===== src/exec_pkg.sv =====
package exec_pkg;
  // Opcode patterns, 16-bit instruction words
  localparam logic [15:0] TBLWR_BASE    = 16'h000C;
  localparam logic [15:0] TBLWR_MASK    = 16'hFFFC;
  localparam logic [15:0] TSTZ_BASE     = 16'h6600;
  localparam logic [15:0] TSTZ_MASK     = 16'hFE00;
  localparam logic [15:0] XORL_BASE     = 16'h0A00;
  localparam logic [15:0] XORL_MASK     = 16'hFF00;
  // Field positions
  localparam int          ACC_BIT       = 8;
  localparam int          TW_MODE_LSB   = 0;
  // Table-write pointer modes
  localparam logic [1:0]  TW_NOCHG      = 2'h0;
  localparam logic [1:0]  TW_POSTINC    = 2'h1;
  localparam logic [1:0]  TW_POSTDEC    = 2'h2;
  localparam logic [1:0]  TW_PREINC     = 2'h3;
  // Indexed literal offset threshold (95)
  localparam logic [7:0]  IDX_LIMIT     = 8'h5F;
  // Access bank split: low half in bank 0, high half in bank 15
  localparam logic [7:0]  ACC_SPLIT     = 8'h80;
  localparam logic [3:0]  ACC_HI_BANK   = 4'hF;
  localparam logic [3:0]  ACC_LO_BANK   = 4'h0;
  // Reset values
  localparam logic [20:0] PTR_RST       = 21'h00_0000;
  localparam logic [7:0]  BYTE_RST      = 8'h00;
  localparam logic [11:0] ADDR_RST      = 12'h000;
  // Widths
  localparam int          PTR_W         = 21;
  // Cycle states, Gray ordered along the usual path
  typedef enum logic [1:0] {
    ST_DECODE = 2'b00,
    ST_SECOND = 2'b01,
    ST_THIRD  = 2'b11
  } cyc_state_t;
endpackage


===== src/ptr_if.sv =====
`timescale 1ns/1ns
// Pointer update request between core and pointer unit
interface ptr_if;
  logic       step;
  logic       down;
  logic [20:0] value;
  modport core (output step, output down, input value);
  modport unit (input step, input down, output value);
endinterface // ptr_if


===== src/exec_core.sv =====
`timescale 1ns/1ns
module exec_core
  import exec_pkg::*;
(
  input  wire logic        clk_in,
  input  wire logic        rst_n_in,
  input  wire logic        instr_valid_in,
  input  wire logic [15:0] instr_in,
  input  wire logic        next_two_word_in,
  input  wire logic        ext_set_in,
  input  wire logic [3:0]  bank_select_register_in,
  input  wire logic [11:0] index_base_in,
  input  wire logic [7:0]  table_data_latch_in,
  input  wire logic [7:0]  file_data_in,
  input  wire logic        ptr_load_in,
  input  wire logic [20:0] ptr_load_val_in,
  input  wire logic        w_load_in,
  input  wire logic [7:0]  w_load_val_in,
  output logic             busy_out,
  output logic             discard_out,
  output logic [11:0]      file_addr_out,
  output logic             file_read_out,
  output logic [20:0]      program_byte_pointer_out,
  output logic [7:0]       holding_data_out,
  output logic [20:0]      holding_addr_out,
  output logic             holding_write_out,
  output logic [7:0]       w_out,
  output logic             neg_flag_out,
  output logic             zero_flag_out
);
  // Sequencer state and the context of the instruction that owns it
  cyc_state_t  state_r;
  cyc_state_t  state_nxt;
  logic [1:0]  mode_r;
  logic        skip_two_r;
  logic        tw_own_r;

  // Working register and its flags
  logic [7:0]  w_r;
  logic        neg_r;
  logic        zero_r;

  // Holding register copy and its write strobe
  logic [7:0]  hold_data_r;
  logic [20:0] hold_addr_r;
  logic        hold_wr_r;

  // Operand address registered every cycle, shown for the one cycle after the word is taken
  logic [11:0] faddr_r;
  logic        fread_r;

  // Pointer unit link
  ptr_if       ptr ();

  // Cycle phase decode, shared by sequencing, pointer and holding logic
  wire         in_decode    = (state_r == ST_DECODE);
  wire         in_second    = (state_r == ST_SECOND);
  wire         in_third     = (state_r == ST_THIRD);
  // Second cycle of a table write is the only one that touches the holding register
  wire         tw_capture   = in_second && tw_own_r;
  // Post modes step after the store; no-change and pre-increment never do here
  wire         post_mode    = (mode_r == TW_POSTINC) || (mode_r == TW_POSTDEC);

  // Instruction decode
  // Only one of the three kinds can match a word; the masks do not overlap
  wire         accept       = instr_valid_in && in_decode;
  wire         is_tblwr     = accept && ((instr_in & TBLWR_MASK) == TBLWR_BASE);
  wire         is_tstz      = accept && ((instr_in & TSTZ_MASK) == TSTZ_BASE);
  wire         is_xorl      = accept && ((instr_in & XORL_MASK) == XORL_BASE);
  wire [1:0]   tw_mode      = instr_in[TW_MODE_LSB +: 2];
  wire [7:0]   f_field      = instr_in[7:0];
  wire         acc_bit      = instr_in[ACC_BIT];
  wire [7:0]   xor_res      = w_r ^ instr_in[7:0];

  // Operand address resolution
  // Access bank: low half from bank 0, high half from bank 15
  // Indexed address wraps at 12 bits, so a large base folds back to the bottom
  // indexed literal offset
  wire         use_index    = !acc_bit && ext_set_in && (f_field <= IDX_LIMIT);
  wire [3:0]   acc_bank     = (f_field < ACC_SPLIT) ? ACC_LO_BANK : ACC_HI_BANK;
  wire [3:0]   bank         = acc_bit ? bank_select_register_in : acc_bank;
  wire [11:0]  direct_addr  = {bank, f_field};
  wire [11:0]  index_addr   = index_base_in + {4'h0, f_field};
  wire [11:0]  opnd_addr    = use_index ? index_addr : direct_addr;

  // Zero test needs the operand read this cycle; the data bus answers combinationally
  // A nonzero operand leaves the sequencer in decode, so the next word runs at once
  // skip on zero
  wire         skip         = is_tstz && (file_data_in == BYTE_RST);

  // Pointer steps: pre-increment in decode, post steps in the second cycle
  // Pre-increment steps in decode so the second cycle already sees the new address
  // The pointer unit gets at most one step request per cycle
  // pre-increment
  wire         pre_step     = is_tblwr && (tw_mode == TW_PREINC);
  // post-increment, post-decrement, no-change holds pointer
  // Stepping at the end of the second cycle keeps the stored address pre-step
  wire         post_step    = tw_capture && post_mode;
  assign ptr.step = pre_step || post_step;
  assign ptr.down = post_step && (mode_r == TW_POSTDEC);

  ptr_unit u_ptr (
    .clk_in      (clk_in),
    .rst_n_in    (rst_n_in),
    .load_in     (ptr_load_in),
    .load_val_in (ptr_load_val_in),
    .port        (ptr.unit)
  );

  // Cycle plan per instruction, one clock per instruction cycle:
  //   xor literal   - decode only, W and flags written at its end
  //   table write   - decode, then one cycle that moves latch to holding
  //   skip taken    - decode, then one nop, or two over a two-word instruction
  //   skip not made - decode only; the prefetched word runs next
  // An unknown opcode is taken and dropped in one cycle, so the core never stalls on it
  // Cycle sequencing
  // three cycles on two-word skip, two cycles for table write
  always_comb begin
    state_nxt = state_r;
    case (state_r)
      ST_DECODE: state_nxt = (is_tblwr || skip) ? ST_SECOND : ST_DECODE;
      ST_SECOND: state_nxt = skip_two_r ? ST_THIRD : ST_DECODE;
      ST_THIRD:  state_nxt = ST_DECODE;
      default:   state_nxt = ST_DECODE;
    endcase
  end

  // State and instruction context
  // Context is captured only on accept so it survives the extra cycles
  always_ff @(posedge clk_in or negedge rst_n_in) begin
    if (!rst_n_in) begin
      state_r    <= ST_DECODE;
      mode_r     <= TW_NOCHG;
      skip_two_r <= 1'b0;
      tw_own_r   <= 1'b0;
    end else begin
      state_r <= state_nxt;
      if (accept) begin
        mode_r     <= tw_mode;
        skip_two_r <= skip && next_two_word_in;
        tw_own_r   <= is_tblwr;
      end
    end
  end

  // Holding register write in the second cycle, using the pointer as it then stands
  // latch to holding
  always_ff @(posedge clk_in or negedge rst_n_in) begin
    if (!rst_n_in) begin
      hold_data_r <= BYTE_RST;
      hold_addr_r <= PTR_RST;
      hold_wr_r   <= 1'b0;
    end else begin
      hold_wr_r <= tw_capture;
      if (tw_capture) begin
        hold_data_r <= table_data_latch_in;
        hold_addr_r <= ptr.value;
      end
    end
  end

  // Working register and flags
  // Xor outranks a load of W in the same cycle; the load is then lost
  // xor literal
  always_ff @(posedge clk_in or negedge rst_n_in) begin
    if (!rst_n_in) begin
      w_r    <= BYTE_RST;
      neg_r  <= 1'b0;
      zero_r <= 1'b0;
    end else if (is_xorl) begin
      w_r    <= xor_res;
      neg_r  <= xor_res[7];
      zero_r <= (xor_res == BYTE_RST);
    end else if (w_load_in) begin
      w_r <= w_load_val_in;
    end
  end

  // Registered operand address for the data memory
  // Copy reloads every cycle, so the address stays visible for one cycle after the word has gone
  always_ff @(posedge clk_in or negedge rst_n_in) begin
    if (!rst_n_in) begin
      faddr_r <= ADDR_RST;
      fread_r <= 1'b0;
    end else begin
      faddr_r <= opnd_addr;
      fread_r <= is_tstz;
    end
  end

  // Sequencer status; a table write's extra cycle is busy but not a discard
  assign busy_out                 = in_second || in_third;
  assign discard_out              = (in_second || in_third) && !tw_own_r;

  // Operand access; the file address is also shown combinationally for timing
  assign file_addr_out            = accept ? opnd_addr : faddr_r;
  assign file_read_out            = is_tstz || fread_r;

  // Pointer and holding register
  assign program_byte_pointer_out = ptr.value;
  assign holding_data_out         = hold_data_r;
  assign holding_addr_out         = hold_addr_r;
  assign holding_write_out        = hold_wr_r;

  // Working register and flags
  assign w_out                    = w_r;
  assign neg_flag_out             = neg_r;
  assign zero_flag_out            = zero_r;
endmodule // exec_core


===== src/ptr_unit.sv =====
`timescale 1ns/1ns
module ptr_unit
  import exec_pkg::*;
(
  input  wire logic        clk_in,
  input  wire logic        rst_n_in,
  input  wire logic        load_in,
  input  wire logic [20:0] load_val_in,
  ptr_if.unit              port
);
  logic [20:0] ptr_r;
  logic [20:0] ptr_nxt;
  // Software load has priority over a step from an instruction
  assign ptr_nxt = load_in   ? load_val_in :
                   port.step ? (port.down ? ptr_r - 21'h00_0001 : ptr_r + 21'h00_0001) :
                   ptr_r;
  // Pointer wraps across the 2 Mbyte range
  always_ff @(posedge clk_in or negedge rst_n_in) begin
    if (!rst_n_in) ptr_r <= PTR_RST;
    else ptr_r <= ptr_nxt;
  end
  assign port.value = ptr_r;
endmodule // ptr_unit


===== config.mk =====
export PLATFORM = sky130hd
export DESIGN_NAME = exec_core
export DESIGN_NICKNAME = d
export VERILOG_FILES = /design/src/exec_pkg.sv /design/src/ptr_if.sv /design/src/exec_core.sv /design/src/ptr_unit.sv
export SDC_FILE = /design/constraint.sdc
export NUM_CORES = 1
export LEC_CHECK = 0
export ABC_CLOCK_PERIOD_IN_PS = 3300
export BUFFER_PORTS_ARGS = -buffer_cell sky130_fd_sc_hd__buf_4
export CAP_MARGIN = 20
export CORE_ASPECT_RATIO = 1.75
export CORE_MARGIN = 3
export CORE_UTILIZATION = 35
export DETAILED_ROUTE_END_ITERATION = 8
export GPL_ROUTABILITY_DRIVEN = 0
export GPL_TIMING_DRIVEN = 0
export PLACE_DENSITY = 0.69
export SETUP_SLACK_MARGIN = 0.2
export SLEW_MARGIN = 20
export SYNTH_ARGS = -nofsm -noshare
export SYNTH_HDL_FRONTEND = slang
export SYNTH_SLANG_ARGS = --single-unit

===== constraint.sdc =====
create_clock -name clk_in -period 3.3 [get_ports clk_in]
set_clock_uncertainty 0.1 [all_clocks]
set_input_delay 0.66 -clock clk_in [delete_from_list [all_inputs] [get_ports clk_in]]
set_output_delay 0.66 -clock clk_in [all_outputs]
set_load 0.02 [all_outputs]

## Word-level counts from Yosys, hierarchy flattened

Index checks and enable logic that the tools add are counted.

- Register bits after elaboration: 80
- Logic and storage cells: 64
- Output and inout bits: 76
- Bits of input ports: 84

- Equal/unequal tests: 8
- Add/sub/neg operators: 3
- Magnitude comparators: 2
- Reduce and logical (&&, ||, !) cells: 25
- Mux-type cells: 12
- Bitwise operators: 1

Operator list:

| kind | number |
|---|---|
| 21-bit 2-to-1 mux | 3 |
| 12-bit 2-to-1 mux | 2 |
| 21-bit by 1-bit adder with 21-bit output, second input constant | 1 |
| 21-bit by 1-bit subtractor with 21-bit output, second input constant | 1 |
| 8-bit logical NOT | 2 |
| 8-bit 2-to-1 mux | 2 |
| 14-bit by 2-bit equality test with 1-bit output, second input constant | 1 |
| 1-bit logical AND | 13 |
| 12-bit by 8-bit adder with 12-bit output | 1 |
| 8-bit by 4-bit equality test with 1-bit output, second input constant | 1 |
| 8-bit by 7-bit <= comparator with 1-bit output, second input constant | 1 |
| 8-bit less-than comparator, second input constant | 1 |
| 4-bit 2-to-1 mux | 2 |
| 8-bit XOR | 1 |
| 7-bit by 6-bit equality test with 1-bit output, second input constant | 1 |
| 2-bit equality test, second input constant | 3 |
| 1-bit logical OR | 5 |
| 2-bit by 1-bit equality test with 1-bit output, second input constant | 2 |
| 2-bit one-hot mux with 2 select lines | 1 |
| 2-bit nonzero test | 2 |
| 1-bit logical NOT | 2 |
| 2-bit logical NOT | 1 |
| 2-bit 2-to-1 mux | 1 |
| 1-bit 2-to-1 mux | 1 |

## Logic depth before layout (Yosys ltp)

Gate-level depths: netlist (run 1).

- Depth after elaboration: 7
- Gate-level depth with buffers: 14
- Gate-level depth less buffers: 13

## Hierarchy

A second synthesis (run 1) with hierarchy kept.

- Cells, all modules: 609
- Area total of the unflattened synthesis: 5205.0 µm²

By module, submodules not included:

| module | cells an instance | sequential area each (µm²) | area each (µm²) | instances |
|---|---|---|---|---|
| exec_core | 382 | 1476.4 | 3224.3 | 1 |
| ptr_unit | 227 | 525.5 | 1980.6 | 1 |

## Worst setup path after synthesis (run 1)

OpenSTA, ideal clock, no wires.

- Path type: input port to output port
- Start point: input port instr_in[1]
- End point: output port file_addr_out[7]
- Slack: -56 ps
- Data required time: 2540 ps
- Arrival: 2596 ps
- Buffers on the path: 0
- Cell stages on the path: 8
- Path through: ha_1 > a21o_1 > a21oi_1 > o21bai_1 > a2111oi_0 > o21a_1 > o21ai_0 > a31oi_1

- Longest elaborated chain between the ends: 4
- Elaborated cells between the ends (all ways): 5
- Classes of those cells: add/sub (1); order compare (1); mux (2); reduce/logical (1)

Ends and longest elaborated chain:

| item | RTL line | text |
|---|---|---|
| start, declared | exec_core.sv:8 | `input wire logic [15:0] instr_in,` |
| branches (longest 2 deep; another with 12-bit by 8-bit adder with 12-bit output) | -- |  |
| 12-bit 2-to-1 mux * | exec_core.sv:84 | `wire [11:0] opnd_addr = use_index ? index_addr : direct_addr;` |
| 12-bit 2-to-1 mux * | exec_core.sv:196 | `assign file_addr_out = accept ? opnd_addr : faddr_r;` |
| end, declared | exec_core.sv:21 | `output logic [11:0] file_addr_out,` |

Every way passes the cells marked *.

## Worst setup path in the final report (run 1)

- Start point: input port instr_in[0]
- End point: output port file_addr_out[4]

- Longest elaborated chain between the ends: 4
- Elaborated cells between the ends (all ways): 5
- Classes of those cells: add/sub (1); order compare (1); mux (2); reduce/logical (1)

Ends and longest elaborated chain:

| item | RTL line |
|---|---|
| branches (longest 2 deep; another with 12-bit by 8-bit adder with 12-bit output) | -- |
| 12-bit 2-to-1 mux * | exec_core.sv:84 |
| named net opnd_addr[4] | exec_core.sv:84 |
| 12-bit 2-to-1 mux * | exec_core.sv:196 |

Mark *: on every way through the listed nets, which the timed path passes.

==> flow_metrics.tcl, run 1 <==
set metrics [dict create \
    r2r-start "state_r[0]" \
    row_count 56 \
    ctsHoldBuffers 0 \
    io_buffers 159 \
    place_ws_ns -0.613 \
    synth.distinct_cells 54 \
    grt_usage_pct 20.7 \
    routedWlPerCell_um 16.8 \
    rrSetupSlack_ns 0.32 \
    path_clk_slew_ns 0.06 \
    core-area_sq_um 13600 \
    ys_async_sr_fraction_pct 100 \
    critical_path.max_stage_delay_ns 0.29 \
    min_period_ns 3.25 \
    wl_mm 16.0 \
    synthesis.area_sq_um 4930 \
    final-setup-viol-count 0 \
    worst_skew_pair.late_latency_ns 0.33 \
    synth.avg_cell_area_sq_um 8.49 \
    cts_tree "done" \
    crit_path_max_fanout 2 \
    synth_most_common_cell "nand2_1" \
    synth_area_leaders "dfrtp_1 (41%), nand2_1 (10%), ha_1 (7.1%)" \
    hpwl_mm 11.7 \
    drc 0 \
    synth_edf_count 0 \
    drv_cap 0 \
    antenna_cells 0 \
    grt_antenna_before_repair 0 \
    layout_worst_path_cycle_share_pct 98.6 \
    synthCells 580 \
    cp.arrival_ns 2.49 \
    ys.flop_type "dfrtp_1" \
    crit_end "file_addr_out[4]" \
    cts_buffer_depth 2 \
    ios 160 \
    end_kind "primary output" \
    dieArea_sq_um 15600 \
    rr_worst_depth 15 \
    drt_iter0_markers 135 \
    cts.sinks 80 \
    synth_common_cells "nand2_1 (137), dfrtp_1 (80), o21ai_0 (48)" \
    root_buffer "clkbuf_16" \
    grt_pass1_vias 5068 \
    synth_seq_cells 80 \
    crit_type "in2out" \
    final_util_pct 53.7 \
    path_buf_inv 5 \
    die_h_um 163 \
    vias 4975 \
    grt_max_degree 81 \
    setup_ws_ns 0.0456 \
    path_delay_family "compound AO/OA/AOI/OAI gates" \
    drv_slew 0 \
    htreeDepth 3 \
    dr.pass1.iters 5 \
    ant_nets 0 \
    worstPathCellList "buf_8, ha_4, inv_2, fa_2, inv_2, a21o_1, buf_4, a21oi_1, xnor2_1, o21ai_0, mux2_2, buf_4" \
    syn2layout_area_growth_pct 48.2 \
    viasPerCell 5.23 \
    p_total_mw 2.78 \
    slew_headroom_pct 50.0 \
    overflow 0 \
    cp.depth 12 \
    syn_nets 694 \
    drive_gt1_share_pct 36.4 \
    cp-startpoint "instr_in[0]" \
    start_kind "input port" \
    grt_pass1_wl_mm 25.0 \
    dp_cells 913 \
    ys_warn_count 0 \
    r2r_end "u_ptr.port.value[14]" \
    fin_hold_ws_ns 0.279 \
    run_status "finished, final reports clean" \
    vdd_drop_max_v 0.000214 \
    hold_viol 0 \
    leakagePower_nw 3.42 \
    fmax_ghz 0.307 \
    initial_utilization_pct 36.2 \
    cts-buffers-inserted 9 \
    rsz0062_at_grt "yes" \
    min_path_type "in2async" \
    synth_top_area_share_pct 40.6 \
    worst_pin_slew_ns 0.749 \
    layoutNonFillerInstCount 952 \
    worst_path_max_delay_cell "mux2_2" \
    required_ns 2.54 \
    yosysTopAreaCell "dfrtp_1" \
    stdcell_area_sq_um 7300 \
    postPlaceCellArea_sq_um 6360 \
    yosysSeqAreaShare_pct 40.6 \
    cellPowerDensity_nw_per_um2 381 \
    fp.dieW_um 95.7 \
    fillers 1294 \
    fin_tns_setup_ns 0 \
    final_nets 888 \
]
## area by class of cell
| class | instances | area, sq um | share of cell area (%) |
|---|---|---|---|
| multi-input cells | 454 | 3130 | 42.9 |
| plain buffers | 23 | 114 | 1.56 |
| repair buffers | 182 | 1450 | 19.8 |
| inverters | 23 | 93.8 | 1.29 |
| clock inverters | 5 | 58.8 | 0.806 |
| clock buffers | 10 | 229 | 3.14 |
| flip-flops and latches | 80 | 2000 | 27.4 |
| repair inverters | 1 | 7.51 | 0.103 |
| well taps | 174 | 218 | 2.98 |
## state kept, by name, indices dropped and copies added, names as in the netlist
register	cells
zero_flag_out	1
holding_write_out	1
w_out	8
u_ptr.port.value	21
tw_own_r	1
fread_r	1
skip_two_r	1
state_r	2
neg_flag_out	1
mode_r	2
holding_data_out	8
faddr_r	12
holding_addr_out	21
## logic make-up (layout without fill, tap and decap cells)
| logic type | count (synthesis) | count (layout) | share of synthesized area, % |
|---|---|---|---|
| and+or+nand+nor | 221 | 221 | 20.0 |
| xor gates and xnor gates | 28 | 28 | 4.98 |
| buffers and inverters | 46 | 244 | 3.66 |
| adders and majority gates | 30 | 30 | 7.92 |
| muxes | 14 | 14 | 3.18 |
| DFF | 80 | 80 | 40.6 |
| AOI/OAI and AO/OA | 161 | 161 | 19.7 |
## worst min path at each step
stage	startpoint	endpoint	slack [ns]
2_1_floorplan	rst_n_in	faddr_r[0]	0.26
3_3_place_gp	holding_data_out[2]	holding_data_out[2]	0.36
3_5_place_dp	holding_data_out[4]	holding_data_out[4]	0.36
4_1_cts	holding_addr_out[15]	holding_addr_out[15]	0.38
5_1_grt	rst_n_in	holding_addr_out[14]	0.34
6_report	rst_n_in	holding_addr_out[14]	0.28
## layer usage
metal	wire length, um	up-vias	GRT usage, %
met5	0	-	0
met4	400	0	7.51
met3	1100	35	5.22
met2	8860	179	38.6
met1	5650	2333	21.6
li1	-	2428	-
## cell usage in the layout (no fill, tap or decap), types with 4 or more instances in the layout
cell type / n
buf_4: 172
nand2_1: 134
dfrtp_1: 80
a21oi_1: 41
o21ai_0: 36
nor2_1: 29
inv_1: 17
xnor2_1: 16
o22ai_1: 15
clkbuf_1: 13
ha_1: 13
ha_4: 13
xor2_1: 11
a21o_1: 10
o21ai_1: 10
mux2_2: 9
clkbuf_16: 9
nand3_1: 8
clkbuf_2: 7
o21a_1: 7
buf_6: 7
nand4_1: 6
nor3_1: 6
clkinvlp_4: 5
a21oi_2: 5
inv_2: 4
mux2_4: 4
nor4_1: 4
nand2b_1: 4
## what timing repair did
action / in CTS / in global routing
setup buffers: 12 / 11
gates cloned: 1 / 0
hold endpoints to repair: 0 / 0
setup endpoints to repair: 24 / 19
gates resized for setup: 67 / 45
pin swaps: 27 / 22
## where the power goes
part           switching, mW  internal (mW)
logic                  0.361          0.333
registers             0.0579           1.03
clock network          0.410          0.582
total                  0.830           1.95
Power figures use the tool's default switching activity.
==> run 2: changes to the inputs <==
- CORE_MARGIN: 3 -> 1.5
==> run 2 against run 1 <==
Compared with the run above:
- clock power is 7.8% lower
- cell count rose by 0.21%
- register-to-register slack improved by 0.02 ns
- core utilization is 1.4 points lower
- maximum frequency shrank 0.13%
- via count down 0.60%
- critical path depth unchanged
- critical endpoint is now file_addr_out[10]
- highest routed layer unchanged
==> flow_metrics.tcl, run 2 (same netlist as run 1, synthesis figures left out) <==
set metrics [dict create \
    ios 160 \
    ant_nets 0 \
    crit_top_cell "inv_2" \
    place_ws_ns -0.604 \
    critical_path.max_stage_delay_ns 0.30 \
    viasPerCell 5.18 \
    wl_mm 16.0 \
    min_path_type "in2async" \
    final_nets 887 \
    io_buffers 159 \
    drt_iter0_markers 157 \
    dieArea_sq_um 14800 \
    htreeDepth 3 \
    initial_utilization_pct 35.6 \
    worst_skew_pair.late_latency_ns 0.34 \
    crit_type "in2out" \
    worst_pin_slew_ns 0.760 \
    p_sw_share_pct 30.9 \
    grt_antenna_before_repair 0 \
    core-area_sq_um 13800 \
    drive_gt1_share_pct 35.9 \
    cts-buffers-inserted 9 \
    hold_viol 0 \
    crit_path_max_fanout 3 \
    p_comb_share_pct 25.4 \
    routedWlPerCell_um 16.7 \
    syn2layout_area_growth_pct 46.8 \
    fin_hold_ws_ns 0.277 \
    row_count 57 \
    dr.pass1.iters 7 \
    layout_commonest_cell "buf_4" \
    drv_cap 0 \
    cp.arrival_ns 2.50 \
    run_status "finished, final reports clean" \
    required_ns 2.54 \
    setup_ws_ns 0.0413 \
    internal_power_mw 1.86 \
    p_clk_share_pct 34.0 \
    leakagePower_nw 3.40 \
    fp.dieW_um 92.7 \
    drc 0 \
    worst_path_max_delay_cell "a211oi_4" \
    cts.sinks 80 \
    fillers 1318 \
    ctsHoldBuffers 0 \
    fmax_ghz 0.307 \
    cellPowerDensity_nw_per_um2 372 \
    hpwl_mm 11.6 \
    switchingPower_uw 833 \
    multi_input_area_sq_um 3110 \
    root_buffer "clkbuf_16" \
    min_period_ns 3.26 \
    layout_common_cells "buf_4 (172), nand2_1 (133), dfrtp_1 (80)" \
    vdd_drop_max_v 0.000228 \
    layout_worst_path_cycle_share_pct 98.7 \
    vias 4945 \
    path_clk_slew_ns 0.06 \
    cts_tree "done" \
    grt_max_degree 81 \
    cts_buffer_depth 2 \
    grt_pass1_wl_mm 25.0 \
    final-seq-area_sq_um 2000 \
    rsz0062_at_grt "yes" \
    final-setup-viol-count 0 \
    slew_headroom_pct 49.3 \
    antenna_cells 0 \
    grt_pass1_vias 4999 \
    pwr-share-seq_pct 40.6 \
    end_kind "primary output" \
    start_kind "input port" \
    overflow 0 \
    grt_usage_pct 21.8 \
    die_h_um 160 \
    drv_slew 0 \
    worstPathCellList "buf_8, ha_4, inv_2, fa_2, inv_2, a21o_1, a211oi_4, a211oi_2, xnor2_1, o21ai_1, mux2_4, buf_6" \
]
[run 2: cell types whose count changed in the layout (fill, tap and decap cells not counted), sizes merged]
cell,delta
bufinv,-1
buf,-1
clkinvlp,+1
clkinv,+1
clkbuf,-1
[run 2: per-stage QoR]
step | area (sq um) | utilization (%) | setup TNS, ns | total power, mW | cells
2_1_floorplan | 4950 | - | 0 | 1.43 | 580
3_3_place_gp | 6360 | 46.0 | -3.62 | 1.70 | 916
3_5_place_dp | 6360 | 46.0 | -3.81 | 1.70 | 916
4_1_cts | 6970 | 50.4 | 0 | 2.69 | 947
5_1_grt | 7230 | 52.3 | -0.187 | 2.83 | 954
6_report | 7230 | 52.3 | 0 | 2.69 | 954
[run 2: path summary, 6_finish.rpt]
| check | slack (ns) | start | endpoint | cells after the start |
|---|---|---|---|---|
| worst max-delay path | 0.04 | instr_in[0] | file_addr_out[10] | 12 |
| worst min-delay path | 0.28 | rst_n_in | holding_addr_out[14] | 1 |
| worst max register to register | 0.34 | state_r[0] | u_ptr.port.value[19] | 14 |
| worst min register to register | 0.38 | holding_addr_out[7] | holding_addr_out[7] | 2 |
| max in group asynchronous | 2.31 | rst_n_in | faddr_r[0] | 1 |
| min in group clk_in | 0.38 | holding_addr_out[7] | holding_addr_out[7] | 2 |
[run 2: cell type report]
class | count | area share, %
multi-input combinational | 454 | 43.0
sequential | 80 | 27.7
timing repair buffer | 181 | 19.7
clock buffer | 9 | 3.11
tap | 177 | 3.06
buffer | 23 | 1.50
inverter | 23 | 1.30
clock inverter | 6 | 0.519
timing repair inverter | 1 | 0.104
[run 2: worst max-delay path, delay by kind of cell]
kind,cells,cell delay [ns]
compound gates,4,0.71
xor+xnor,1,0.16
fa+ha+maj,2,0.35
buf+inv,4,0.31
mux,1,0.29
[run 2: per-layer routing]
| layer | GRT usage [%] | vias to the layer above | wire (um) |
|---|---|---|---|
| met1 | 21.8 | 2342 | 5540 |
| li1 | - | 2423 | - |
| met2 | 43.0 | 156 | 9200 |
| met3 | 4.00 | 24 | 863 |
| met5 | 0 | - | 0 |
| met4 | 8.13 | 0 | 361 |
[run 2: what timing repair did]
item / 4_1_cts / 5_1_grt
pin swaps: 26 / 20
gates cloned: 1 / 0
buffers inserted: 15 / 7
gates resized for setup: 53 / 48
endpoints found under the setup margin: 24 / 19
hold endpoints to repair: 0 / 0
[run 2: power groups by stage]
stage / sequential (mW) / clock (mW) / combinational, mW
after floorplan: 1.14 / 0 / 0.291
after global placement: 1.11 / 0 / 0.594
after detailed placement: 1.11 / 0 / 0.598
after CTS: 1.09 / 0.943 / 0.654
after global routing: 1.10 / 0.983 / 0.746
final: 1.09 / 0.916 / 0.684
==> run 3: changes to the inputs <==
- CORE_ASPECT_RATIO: 1.75 -> unset
==> run 3 against run 2 <==
Compared with the run above:
- routed wire length fell by 1.4%
- die area fell by 0.19%
- sequential share of layout area fell by 0.067 points
- the run now ends with setup timing left
- largest cell class unchanged
- hold slack got worse by 0.049 ns
- register-to-register slack barely moved
- global-route usage fell by 0.39 points
- cell count rose by 0.63%
- critical path type unchanged
- highest routed layer unchanged
==> flow_metrics.tcl, run 3 (same netlist as run 1, synthesis figures left out) <==
set metrics [dict create \
    run_status "finished with violations" \
    violations "setup timing" \
    dieArea_sq_um 14800 \
    syn2layout_area_growth_pct 47.2 \
    routedWlPerCell_um 16.4 \
    die_h_um 122 \
    crit_path_max_fanout 3 \
    rr_worst_depth 14 \
    path_clk_slew_ns 0.05 \
    min_path_type "in2async" \
    p_sw_share_pct 29.5 \
    row_count 43 \
    cts_tree "done" \
    rrSetupSlack_ns 0.33 \
    fin_tns_setup_ns -0.0422 \
    drv_slew 0 \
    hpwl_mm 11.3 \
    fp.dieW_um 122 \
    vias 5088 \
    cts-buffers-inserted 9 \
    drive_gt1_share_pct 35.4 \
    r2r_end "u_ptr.port.value[20]" \
    wl_met3_mm 1.14 \
    leakagePower_nw 3.43 \
    hold_viol 0 \
    drv_cap 0 \
    cts.sinks 80 \
    layout_commonest_cell "buf_4" \
    ios 160 \
    vdd_drop_max_v 0.000202 \
    p_comb_share_pct 24.2 \
    final-setup-viol-count 2 \
    worst_skew_pair.late_latency_ns 0.35 \
    initial_utilization_pct 35.6 \
    switchingPower_uw 843 \
    final_nets 890 \
    internal_power_mw 2.02 \
    worst_path_max_delay_cell "a211oi_4" \
    start_kind "input port" \
    htreeDepth 3 \
    drt_iter0_markers 287 \
    antenna_cells 0 \
    wl_met1_mm 6.90 \
    rsz0062_at_grt "yes" \
    pwr-share-seq_pct 38.3 \
    setup_ws_ns -0.0364 \
    crit_type "in2out" \
    grt_max_degree 81 \
    grt_antenna_before_repair 0 \
    worst_pin_slew_ns 0.775 \
    cts_buffer_depth 2 \
    layout_common_cells "buf_4 (176), nand2_1 (133), dfrtp_1 (80)" \
    min_period_ns 3.34 \
    path_buf_inv 5 \
    core-area_sq_um 13800 \
    worstPathCellList "buf_8, ha_4, inv_2, fa_2, inv_2, a21o_1, a211oi_4, buf_4, xor2_1, o21ai_1, mux2_4, buf_6" \
    drc 0 \
    fillers 1315 \
    io_buffers 159 \
    ctsHoldBuffers 0 \
    p_clk_share_pct 37.5 \
    layout_worst_path_cycle_share_pct 101 \
    wl_mm 15.7 \
    fmax_ghz 0.300 \
    crit_top_cell "inv_2" \
    root_buffer "clkbuf_16" \
    place_ws_ns -0.389 \
    grt_pass1_vias 4894 \
    required_ns 2.54 \
    r2r-start "state_r[0]" \
    ant_nets 0 \
    path_delay_family "compound AO/OA/AOI/OAI gates" \
    cp.arrival_ns 2.58 \
    critical_path.max_stage_delay_ns 0.31 \
    grt_pass1_wl_mm 24.6 \
    slew_headroom_pct 48.3 \
    end_kind "primary output" \
    dr.pass1.iters 5 \
    overflow 0 \
    top_layer_used "met4" \
    cellPowerDensity_nw_per_um2 394 \
    grt_usage_pct 21.4 \
    viasPerCell 5.30 \
    met2_length_mm 7.33 \
]
run 3: power groups by stage:
stage,Combinational [mW],Clock [mW],Sequential [mW]
CTS,0.647,1.10,1.09
floorplan,0.291,0,1.14
global placement,0.592,0,1.11
finish,0.692,1.07,1.09
global route,0.751,1.13,1.10
detailed placement,0.596,0,1.11
run 3: metrics by stage:
| step | util, % | cell area [sq um] | hold WS (ns) | cells | total power, mW |
|---|---|---|---|---|---|
| after floorplan | - | 4950 | 0.264 | 580 | 1.43 |
| after global placement | 46.0 | 6370 | 0.361 | 919 | 1.70 |
| after detailed placement | 46.0 | 6370 | 0.365 | 919 | 1.71 |
| after CTS | 50.9 | 7040 | 0.381 | 953 | 2.84 |
| after global routing | 52.4 | 7250 | 0.293 | 960 | 2.98 |
| final | 52.4 | 7250 | 0.229 | 960 | 2.86 |
run 3: metal layers:
metal	vias up	track usage, %
li1	2446	-
met1	2404	27.2
met2	207	35.5
met3	31	5.24
met4	0	7.72
met5	-	0
run 3: worst max path at each step:
stage / cells after the start / start / endpoint / slack (ns)
after floorplan: 8 / instr_in[1] / file_addr_out[7] / 0.23
after global placement: 13 / state_r[0] / u_ptr.port.value[17] / -0.39
after detailed placement: 13 / state_r[0] / u_ptr.port.value[17] / -0.39
after CTS: 12 / instr_in[0] / file_addr_out[6] / 0.02
after global routing: 12 / instr_in[0] / file_addr_out[8] / -0.08
final: 12 / instr_in[0] / file_addr_out[6] / -0.04
run 3: what timing repair did:
action                     4_1_cts  5_1_grt
setup endpoints to repair       24       19
cloned                           1        0
buffers inserted                18        7
pin swaps                       21       24
resized for setup               48       51
run 3: area by class of cell:
cell class              count  area (sq um)  area share [%]
multi-input cells         454          3050            42.1
flip-flops and latches     80          2000            27.6
repair buffers            184          1450            20.0
clock buffers               9           225            3.11
well taps                 180           225            3.11
plain buffers              23           110            1.52
inverters                  23          93.8            1.29
clock inverters             6          85.1            1.17
repair inverters            1          7.51           0.104
